[src/rtl/switch_diag_consts.svh]
// Constants for the switch retry and diagnostics block
`ifndef SWITCH_DIAG_CONSTS_SVH
`define SWITCH_DIAG_CONSTS_SVH
`define CLK_PERIOD_NS 5
`define ON_OPEN_LOAD_FLAG_PERIOD_MS 150
`define ON_OPEN_LOAD_FLAG_PERIOD_CYC ((`ON_OPEN_LOAD_FLAG_PERIOD_MS * 1000000) / `CLK_PERIOD_NS)
`define RETRY_MAX 4'hf
`define CFG_DIR_DIS 5
`define CFG_OS_DIS 6
`define CFG_OLOFF_DIS 7
`define CFG_ON_OPEN_LOAD_FLAG_DIS 8
`define SENSE_SEL_OFF 2'h0
`define SENSE_SEL_CH0 2'h1
`define SENSE_SEL_CH1 2'h2
`define SENSE_SEL_TEMP 2'h3
`endif

[src/rtl/switch_diag_pkg.sv]
// Types for the switch retry and diagnostics block
package switch_diag_pkg;
  typedef enum logic [1:0] {
    src_none,
    src_ch0,
    src_ch1,
    src_temp
  } sense_src_type;
endpackage

[src/rtl/switch_diag.sv]
// One channel of retry, diagnostic flag and sense selection logic
`include "switch_diag_consts.svh"
`timescale 1ns/1ps
module switch_diag #(
  parameter int unsigned ON_OPEN_LOAD_FLAG_PERIOD = `ON_OPEN_LOAD_FLAG_PERIOD_CYC
) (
  input wire logic i_clock,
  input wire logic i_nrst,
  input wire logic i_load_motor,
  input wire logic i_retry_sel,
  input wire logic i_unlimited,
  input wire logic i_failsafe_enter,
  input wire logic i_sleep_exit,
  input wire logic i_por,
  input wire logic i_retry_event,
  input wire logic i_latch_event,
  input wire logic [8:0] i_channel_config_register,
  input wire logic i_low_current_ratio,
  input wire logic i_fast_slew,
  input wire logic i_internal_pwm,
  input wire logic i_pwm_on,
  input wire logic i_direct_in_pin,
  input wire logic i_oc_seen,
  input wire logic i_oc_window,
  input wire logic i_cmp_short_pin,
  input wire logic i_cmp_off_open_pin,
  input wire logic i_cmp_on_open_pin,
  input wire logic i_fault_read,
  input wire logic i_sense_select_a,
  input wire logic i_sense_select_b,
  input wire logic i_track_hold,
  output logic o_channel_on,
  output logic o_fault_pin_n,
  output logic o_supply_short_flag,
  output logic o_off_open_load_flag,
  output logic o_on_open_load_flag,
  output logic [2:0] o_read_data,
  output logic o_oc_duration_restart,
  output logic o_retry_exhausted,
  output logic [3:0] o_retry_count,
  output logic o_delatch,
  output logic [1:0] o_sense_source,
  output logic o_sense_enable,
  output logic o_sense_hold,
  output logic o_sense_sync_pin,
  output logic o_high_current_ratio,
  output logic o_low_oc_threshold
);
  logic dir_in;
  logic cmp_short;
  logic cmp_off_open;
  logic cmp_on_open;
  logic retry_enabled;
  logic delatch;
  logic exhausted;
  logic [3:0] count;
  logic on_nxt;
  logic on_prev_r;
  logic turn_off;
  logic short_det;
  logic off_open_det;
  logic on_open_cont;
  logic on_open_event;
  logic on_open_event_fault;
  logic [31:0] on_open_load_flag_timer_r;
  logic on_open_load_flag_due_r;
  logic [31:0] on_run_r;
  logic on_run_full;
  logic clean_event_r;
  logic period_clean_r;
  logic os_dis;
  logic oloff_dis;
  logic on_open_load_flag_dis;
  logic dir_dis;
  switch_diag_pkg::sense_src_type src;

  pin_sync u_sync_dir (
    .i_clock(i_clock),
    .i_nrst(i_nrst),
    .i_pin(i_direct_in_pin),
    .o_level(dir_in)
  );

  pin_sync u_sync_os (
    .i_clock(i_clock),
    .i_nrst(i_nrst),
    .i_pin(i_cmp_short_pin),
    .o_level(cmp_short)
  );

  pin_sync u_sync_off (
    .i_clock(i_clock),
    .i_nrst(i_nrst),
    .i_pin(i_cmp_off_open_pin),
    .o_level(cmp_off_open)
  );

  pin_sync u_sync_on (
    .i_clock(i_clock),
    .i_nrst(i_nrst),
    .i_pin(i_cmp_on_open_pin),
    .o_level(cmp_on_open)
  );

  // Retry count, its clear events and the delatch request
  retry_counter u_retry (
    .i_clock(i_clock),
    .i_nrst(i_nrst),
    .i_load_motor(i_load_motor),
    .i_retry_sel(i_retry_sel),
    .i_unlimited(i_unlimited),
    .i_failsafe_enter(i_failsafe_enter),
    .i_sleep_exit(i_sleep_exit),
    .i_por(i_por),
    .i_retry_event(i_retry_event),
    .i_latch_event(i_latch_event),
    .o_retry_enabled(retry_enabled),
    .o_clear(),
    .o_delatch(delatch),
    .o_exhausted(exhausted),
    .o_count(count)
  );

  assign os_dis = i_channel_config_register[`CFG_OS_DIS];
  assign oloff_dis = i_channel_config_register[`CFG_OLOFF_DIS];
  assign on_open_load_flag_dis = i_channel_config_register[`CFG_ON_OPEN_LOAD_FLAG_DIS];
  assign dir_dis = i_channel_config_register[`CFG_DIR_DIS];

  // Channel state: internal PWM, or direct input unless disabled
  assign on_nxt = i_internal_pwm ? i_pwm_on : (dir_in && !dir_dis);
  assign turn_off = on_prev_r && !on_nxt;

  // Detections; none of them touches the channel state
  assign short_det = !on_nxt && cmp_short && !os_dis;
  assign off_open_det = !on_nxt && cmp_off_open && !oloff_dis;
  assign on_open_cont = !i_low_current_ratio && on_nxt && cmp_on_open && !on_open_load_flag_dis;
  // Low ratio sampled check, fast slew only
  // Full-duty PWM has no turn-off edge; a long on run stands in for it
  assign on_open_event = i_low_current_ratio && i_fast_slew && !on_open_load_flag_dis
                         && (i_internal_pwm ? (on_open_load_flag_due_r && (turn_off || on_run_full))
                                            : turn_off);
  assign on_open_event_fault = on_open_event && cmp_on_open;

  always_ff @(posedge i_clock or negedge i_nrst) begin
    if (!i_nrst) begin
      on_prev_r <= 1'b0;
      o_channel_on <= 1'b0;
    end else begin
      on_prev_r <= on_nxt;
      o_channel_on <= on_nxt;
    end
  end

  // Minimum spacing timer for internal PWM low ratio checks
  always_ff @(posedge i_clock or negedge i_nrst) begin
    if (!i_nrst) begin
      on_open_load_flag_timer_r <= 32'h0;
      on_open_load_flag_due_r <= 1'b0;
    end else if (on_open_event) begin
      on_open_load_flag_timer_r <= 32'h0;
      on_open_load_flag_due_r <= 1'b0;
    end else if (on_open_load_flag_timer_r >= ON_OPEN_LOAD_FLAG_PERIOD - 1) begin
      on_open_load_flag_due_r <= 1'b1;
    end else begin
      on_open_load_flag_timer_r <= on_open_load_flag_timer_r + 32'h1;
    end
  end

  // Continuous on time, so full-duty PWM still gets its periodic check
  always_ff @(posedge i_clock or negedge i_nrst) begin
    if (!i_nrst) begin
      on_run_r <= 32'h0;
    end else if (!on_nxt) begin
      on_run_r <= 32'h0;
    end else if (on_run_r < ON_OPEN_LOAD_FLAG_PERIOD - 1) begin
      on_run_r <= on_run_r + 32'h1;
    end
  end

  assign on_run_full = (on_run_r >= ON_OPEN_LOAD_FLAG_PERIOD - 1);

  always_ff @(posedge i_clock or negedge i_nrst) begin
    if (!i_nrst) begin
      clean_event_r <= 1'b0;
    end else if (on_open_event) begin
      clean_event_r <= !cmp_on_open;
    end else if (i_fault_read) begin
      clean_event_r <= 1'b0;
    end
  end

  // Read returns the held flags, the clear lands after; a new set wins
  always_ff @(posedge i_clock or negedge i_nrst) begin
    if (!i_nrst) begin
      o_read_data <= 3'h0;
    end else if (i_fault_read) begin
      o_read_data <= {o_on_open_load_flag, o_off_open_load_flag, o_supply_short_flag};
    end
  end

  always_ff @(posedge i_clock or negedge i_nrst) begin
    if (!i_nrst) begin
      o_supply_short_flag <= 1'b0;
    end else if (short_det) begin
      o_supply_short_flag <= 1'b1;
    end else if (i_fault_read) begin
      o_supply_short_flag <= 1'b0;
    end
  end

  always_ff @(posedge i_clock or negedge i_nrst) begin
    if (!i_nrst) begin
      o_off_open_load_flag <= 1'b0;
    end else if (off_open_det) begin
      o_off_open_load_flag <= 1'b1;
    end else if (i_fault_read) begin
      o_off_open_load_flag <= 1'b0;
    end
  end

  always_ff @(posedge i_clock or negedge i_nrst) begin
    if (!i_nrst) begin
      o_on_open_load_flag <= 1'b0;
    end else if (on_open_cont || on_open_event_fault) begin
      o_on_open_load_flag <= 1'b1;
    end else if (i_fault_read) begin
      if (i_low_current_ratio) begin
        if (clean_event_r) begin
          o_on_open_load_flag <= 1'b0;
        end
      end else if (!on_nxt || !cmp_on_open) begin
        o_on_open_load_flag <= 1'b0;
      end
    end
  end

  // Fault pin follows live causes, registered one cycle after detection
  always_ff @(posedge i_clock or negedge i_nrst) begin
    if (!i_nrst) begin
      o_fault_pin_n <= 1'b1;
    end else begin
      o_fault_pin_n <= !(short_det || off_open_det || on_open_cont || on_open_event_fault);
    end
  end

  // Motor: remembers whether the current PWM period was overcurrent free
  always_ff @(posedge i_clock or negedge i_nrst) begin
    if (!i_nrst) begin
      period_clean_r <= 1'b1;
    end else if (turn_off || (!on_prev_r && on_nxt)) begin
      period_clean_r <= 1'b1;
    end else if (i_oc_seen) begin
      period_clean_r <= 1'b0;
    end
  end

  always_ff @(posedge i_clock or negedge i_nrst) begin
    if (!i_nrst) begin
      o_oc_duration_restart <= 1'b0;
    end else if (i_load_motor) begin
      o_oc_duration_restart <= turn_off && period_clean_r && !i_oc_seen;
    end else begin
      o_oc_duration_restart <= i_retry_event;
    end
  end

  always_ff @(posedge i_clock or negedge i_nrst) begin
    if (!i_nrst) begin
      o_retry_exhausted <= 1'b0;
      o_retry_count <= 4'h0;
      o_delatch <= 1'b0;
    end else begin
      o_retry_exhausted <= exhausted;
      o_retry_count <= count;
      o_delatch <= delatch && retry_enabled;
    end
  end

  always_comb begin
    case ({i_sense_select_b, i_sense_select_a})
      `SENSE_SEL_CH0: src = switch_diag_pkg::src_ch0;
      `SENSE_SEL_CH1: src = switch_diag_pkg::src_ch1;
      `SENSE_SEL_TEMP: src = switch_diag_pkg::src_temp;
      default: src = switch_diag_pkg::src_none;
    endcase
  end

  always_ff @(posedge i_clock or negedge i_nrst) begin
    if (!i_nrst) begin
      o_sense_source <= 2'h0;
      o_sense_enable <= 1'b0;
      o_sense_hold <= 1'b0;
      o_sense_sync_pin <= 1'b1;
      o_high_current_ratio <= 1'b1;
      o_low_oc_threshold <= 1'b0;
    end else begin
      o_sense_source <= src;
      o_sense_enable <= !i_oc_window && (on_nxt || i_track_hold);
      o_sense_hold <= i_track_hold && !on_nxt;
      o_sense_sync_pin <= i_oc_window || !on_nxt;
      o_high_current_ratio <= !i_low_current_ratio;
      o_low_oc_threshold <= i_low_current_ratio;
    end
  end
endmodule

[src/rtl/pin_sync.sv]
// Three-stage input synchroniser with agreement filter
`timescale 1ns/1ps
module pin_sync (
  input wire logic i_clock,
  input wire logic i_nrst,
  input wire logic i_pin,
  output logic o_level
);
  logic s1_r;
  logic s2_r;
  logic s3_r;

  always_ff @(posedge i_clock or negedge i_nrst) begin
    if (!i_nrst) begin
      s1_r <= 1'b0;
      s2_r <= 1'b0;
      s3_r <= 1'b0;
    end else begin
      s1_r <= i_pin;
      s2_r <= s1_r;
      s3_r <= s2_r;
    end
  end

  always_ff @(posedge i_clock or negedge i_nrst) begin
    if (!i_nrst) begin
      o_level <= 1'b0;
    end else if (s2_r == s3_r) begin
      o_level <= s3_r;
    end
  end
endmodule

[src/rtl/retry_counter.sv]
// Per-channel auto-retry counter with clear events and delatch
`include "switch_diag_consts.svh"
`timescale 1ns/1ps
module retry_counter (
  input wire logic i_clock,
  input wire logic i_nrst,
  input wire logic i_load_motor,
  input wire logic i_retry_sel,
  input wire logic i_unlimited,
  input wire logic i_failsafe_enter,
  input wire logic i_sleep_exit,
  input wire logic i_por,
  input wire logic i_retry_event,
  input wire logic i_latch_event,
  output logic o_retry_enabled,
  output logic o_clear,
  output logic o_delatch,
  output logic o_exhausted,
  output logic [3:0] o_count
);
  logic sel_prev_r;
  logic unl_prev_r;
  logic latched_r;
  logic retry_dis_edge;
  logic unl_rise;

  assign o_retry_enabled = i_load_motor ? i_retry_sel : !i_retry_sel;
  assign retry_dis_edge = i_load_motor ? (sel_prev_r && !i_retry_sel) : (!sel_prev_r && i_retry_sel);
  assign unl_rise = i_unlimited && !unl_prev_r;
  assign o_clear = i_failsafe_enter || i_sleep_exit || i_por || unl_rise || retry_dis_edge;
  assign o_delatch = unl_rise && latched_r;

  always_ff @(posedge i_clock or negedge i_nrst) begin
    if (!i_nrst) begin
      sel_prev_r <= 1'b0;
      unl_prev_r <= 1'b0;
    end else begin
      sel_prev_r <= i_retry_sel;
      unl_prev_r <= i_unlimited;
    end
  end

  always_ff @(posedge i_clock or negedge i_nrst) begin
    if (!i_nrst) begin
      o_count <= 4'h0;
      o_exhausted <= 1'b0;
      latched_r <= 1'b0;
    end else if (o_clear) begin
      o_count <= 4'h0;
      o_exhausted <= 1'b0;
      if (o_delatch) begin
        latched_r <= 1'b0;
      end
    end else begin
      if (i_retry_event && o_retry_enabled && !i_unlimited) begin
        if (o_count == `RETRY_MAX) begin
          o_exhausted <= 1'b1;
        end else begin
          o_count <= o_count + 4'h1;
        end
      end
      if (i_latch_event && !i_unlimited) begin
        latched_r <= 1'b1;
      end
    end
  end
endmodule

[config.mk]
export PLATFORM = sky130hd
export DESIGN_NAME = switch_diag
export DESIGN_NICKNAME = d
export VERILOG_FILES = /design/src/rtl/switch_diag_pkg.sv /design/src/rtl/switch_diag.sv /design/src/rtl/pin_sync.sv /design/src/rtl/retry_counter.sv
export VERILOG_INCLUDE_DIRS = /design/src /design/src/rtl
export SDC_FILE = /design/constraint.sdc
export NUM_CORES = 1
export LEC_CHECK = 0
export BUFFER_PORTS_ARGS = -buffer_cell sky130_fd_sc_hd__clkbuf_2
export CORE_MARGIN = 1
export CORE_UTILIZATION = 53
export DETAILED_ROUTE_END_ITERATION = 12
export PLACE_DENSITY = 0.81
export SLEW_MARGIN = 20
export SYNTH_ARGS = -nofsm -noshare
export SYNTH_HDL_FRONTEND = slang
export SYNTH_SLANG_ARGS = --single-unit
[constraint.sdc]
create_clock -name i_clock -period 2.9 [get_ports i_clock]
set_input_delay 0.725 -clock i_clock [delete_from_list [all_inputs] [get_ports i_clock]]
set_output_delay 0.725 -clock i_clock [all_outputs]
set_load 0.05 [all_outputs]
==> impl_metrics.py <==
metrics = {
    "layout": {
        "fillers": 626,
        "multi_input_area_sq_mm": 0.00190,
        "register_area_sq_mm": 0.00283,
        "fin_nets": 539,
        "syn_to_final_growth_pct": 20.4,
        "drive_gt1_share_pct": 19.8,
        "antenna_cells": 0,
    },
    "timing": {
        "worstMarginPinSlew_ps": 519,
        "slew_viol_final": 0,
        "finalSetupViolations": 0,
        "hold_violations": 0,
        "fin_crit_sh_pct": 82.5,
        "max_slew_margin_pct": 65.3,
        "tns_ps": 0,
        "fin_crit_ps": 2390,
        "rsz0062_at_grt": "no",
        "fin_skew_ps": 8.67,
        "timing.fmax_ghz": 0.418,
        "setup_slack_ps": 507,
    },
    "drt": {
        "antenna_left": 0,
        "drt_iter0_markers": 120,
        "drc": 0,
        "avgViaCountPerCell": 5.64,
        "routed-via-count": 3511,
        "wl_per_cell_microns": 15.4,
        "routed_wl_microns": 9570,
        "drtPass1Iterations": 4,
    },
    "min_path": {
        "hold_class": "in2async",
    },
    "global_routing": {
        "antenna_found_initial": 0,
        "track_usage_pct": 21.8,
        "grt_pass1_wl_microns": 16400,
        "grt_pass1_vias": 3559,
        "use_met2_pct": 37.2,
        "overflow": 0,
        "grt_use_met3_pct": 5.90,
        "grtUsageMet1_pct": 26.4,
        "busiest_layer": "met2",
        "grt_max_degree": 64,
    },
    "worst_setup_path": {
        "critPathSlowestCell": "or3_1",
        "crit_chain": "ha_1, and2_1, nand3_1, a31o_2, nand4_1, or3_1, a21oi_1",
        "setup.worst_path.end_class": "register",
        "cp_max_fo": 14,
        "arrival_ps": 2820,
        "max_stage_delay_ps": 430,
        "worst_setup_path_start_kind": "register",
        "cp.required_ps": 3330,
        "reg2reg_depth": 7,
        "crit_type": "reg2reg",
    },
    "logic_synthesis": {
        "avgSynthCellArea_sq_um": 10.9,
        "synth_top_area_share_pct": 56.4,
        "ys_seq_area_share_pct": 58.6,
        "syn_area_sq_mm": 0.00483,
        "yosys.cell_types.count": 45,
        "yosysTopAreaCell": "dfrtp_1",
        "synth_area_leaders": "dfrtp_1 (56%), xor2_1 (5.3%), nor2_1 (4.0%), nand4_1 (2.7%), and2_1 (2.5%)",
        "synth_cells": 445,
        "ys_seq_elements": 113,
        "ys_warn_count": 0,
        "syn_nets": 482,
    },
    "power": {
        "power.density_mw_per_mm2": 738,
        "leakage_nw": 2.66,
        "ir_drop_mv": 0.507,
    },
    "placed_design": {
        "io_buffers": 49,
        "dp_slack_ps": 555,
        "hpwl_microns": 6140,
        "gp_congestion": 0.777,
    },
    "die": {
        "die_h_microns": 97.5,
        "io_pins": 55,
        "core_sq_mm": 0.00876,
        "die_area_sq_mm": 0.00950,
        "rows": 34,
        "die_w_microns": 97.5,
        "floorplan.initialDensity_pct": 55.1,
    },
    "cts": {
        "clkLatencyLatePin_ps": 510,
        "cts-root-buf": "clkbuf_8",
        "cts_num_sinks": 113,
        "clk_pin_slew_worst_paths_ps": 60,
        "cts_hold_buffers": 0,
        "post_cts_buffers": 0,
        "htreeDepth": 4,
        "cts_resized": 0,
        "cts_buffers": 17,
        "cts.path.max_buffers": 2,
        "cts_tree": "built",
    },
    "run": {
        "drv_cap": 0,
    },
    "status": {
        "status": "completed",
    },
}
-- power by group --
| part | internal (mW) | switching (mW) | total [mW] |
|---|---|---|---|
| Combinational | 0.128 | 0.252 | 0.380 |
| Sequential | 1.70 | 0.0933 | 1.79 |
| Clock | 1.37 | 0.753 | 2.12 |
| Total | 3.19 | 1.10 | 4.29 |
-- cell families after synthesis --
family                   after synthesis  share of synthesized area [%]
AO/OA/AOI/OAI                         59                           8.13
XOR/XNOR                              36                           6.53
adder cells (fa/ha/maj)                8                           1.86
buffers and inverters                 24                           1.97
flip-flops                           113                           58.6
multiplexers                           4                          0.906
AND/OR/NAND/NOR                      201                           22.0
-- final timing paths --
path,slack [ps],to,start
setup / recovery,510,on_open_load_flag_timer_r[16],on_open_load_flag_timer_r[0]
hold / removal,150,o_retry_count[3],i_nrst
setup reg to reg,510,on_open_load_flag_timer_r[16],on_open_load_flag_timer_r[0]
hold reg to reg,350,u_sync_os.s2_r,u_sync_os.s1_r
max in group asynchronous,2050,period_clean_r,i_nrst
min in group i_clock,310,o_sense_source[0],i_sense_select_a
-- cell usage in the layout, fill, tap and decap left out, types with 4 or more instances in the layout --
master / n
nand4_1: 21
inv_6: 5
ha_1: 4
or3_1: 13
buf_4: 5
xnor2_1: 7
maj3_1: 4
dfstp_2: 4
a21oi_1: 23
xor2_1: 29
and2_1: 19
and4_1: 4
nand2b_1: 7
dfrtp_1: 109
nand3_1: 21
o31ai_1: 4
o21a_1: 6
nor2_1: 51
inv_1: 8
and3_1: 12
nor4_1: 5
clkbuf_16: 16
o21ai_0: 13
nand2_1: 29
nor3_1: 9
clkbuf_2: 48
-- Yosys cell counts, drive strengths merged --
cell type and number:
inv 8, nor4 7, o31ai 4, mux2i 1
maj3 4, dfrtp 109, buf 7, o21a 6
nor2 52, o32ai 1, nand2 29, nor3 9
a31o 1, and4 4, a311oi 1, or3 13
o2bb2ai 2, o32a 1, o22ai 1, nand2b 7
a31oi 1, xor2 29, xnor2 7, o21ai 14
and2 19, a32o 1, o211ai 1, nand4 22
o211a 1, nor2b 2, ha 4, dfstp 4
clkbuf 9, nand3b 1, a21oi 23, nand3 21
and3 12, o21ba 1, mux2 3, or4 3
-- layout make-up --
type | count | area share (%)
tap | 108 | 2.32
sequential | 113 | 48.7
inverter | 8 | 0.516
clock inverter | 13 | 2.99
multi-input combinational | 308 | 32.7
clock buffer | 19 | 7.59
timing repair buffer | 54 | 5.12
-- critical path, delay by kind of cell (launching register included) --
family	cells	cell delay, ps
simple gates	4	1180
fa+ha+maj	1	220
flops	1	410
compound gates	2	490
-- state kept, by name, indices dropped and copies added, names as in the netlist, 2 cells and up --
name	count
u_retry.o_count	4
o_read_data	3
on_open_load_flag_timer_r	32
o_retry_count	4
o_sense_source	2
on_run_r	32
-- per-stage QoR --
step / std cells / hold slack, ps / instance area, sq um / util, % / power, mW
2_1_floorplan: 445 / 331 / 4830 / - / 2.05
3_3_place_gp: 591 / 332 / 5200 / 59.3 / 2.17
3_5_place_dp: 591 / 336 / 5200 / 59.3 / 2.19
4_1_cts: 623 / 147 / 5820 / 66.4 / 4.33
5_1_grt: 623 / 167 / 5820 / 66.4 / 4.45
6_report: 623 / 147 / 5820 / 66.4 / 4.29
-- routing by layer --
metal  vias to the layer above  routed length, microns
met5                         -                       0
met4                         0                     127
met3                        15                     385
met2                        89                    5060
met1                      1726                    4000
li1                       1681                       -
Note: power is estimated with default switching activity, not from simulation.
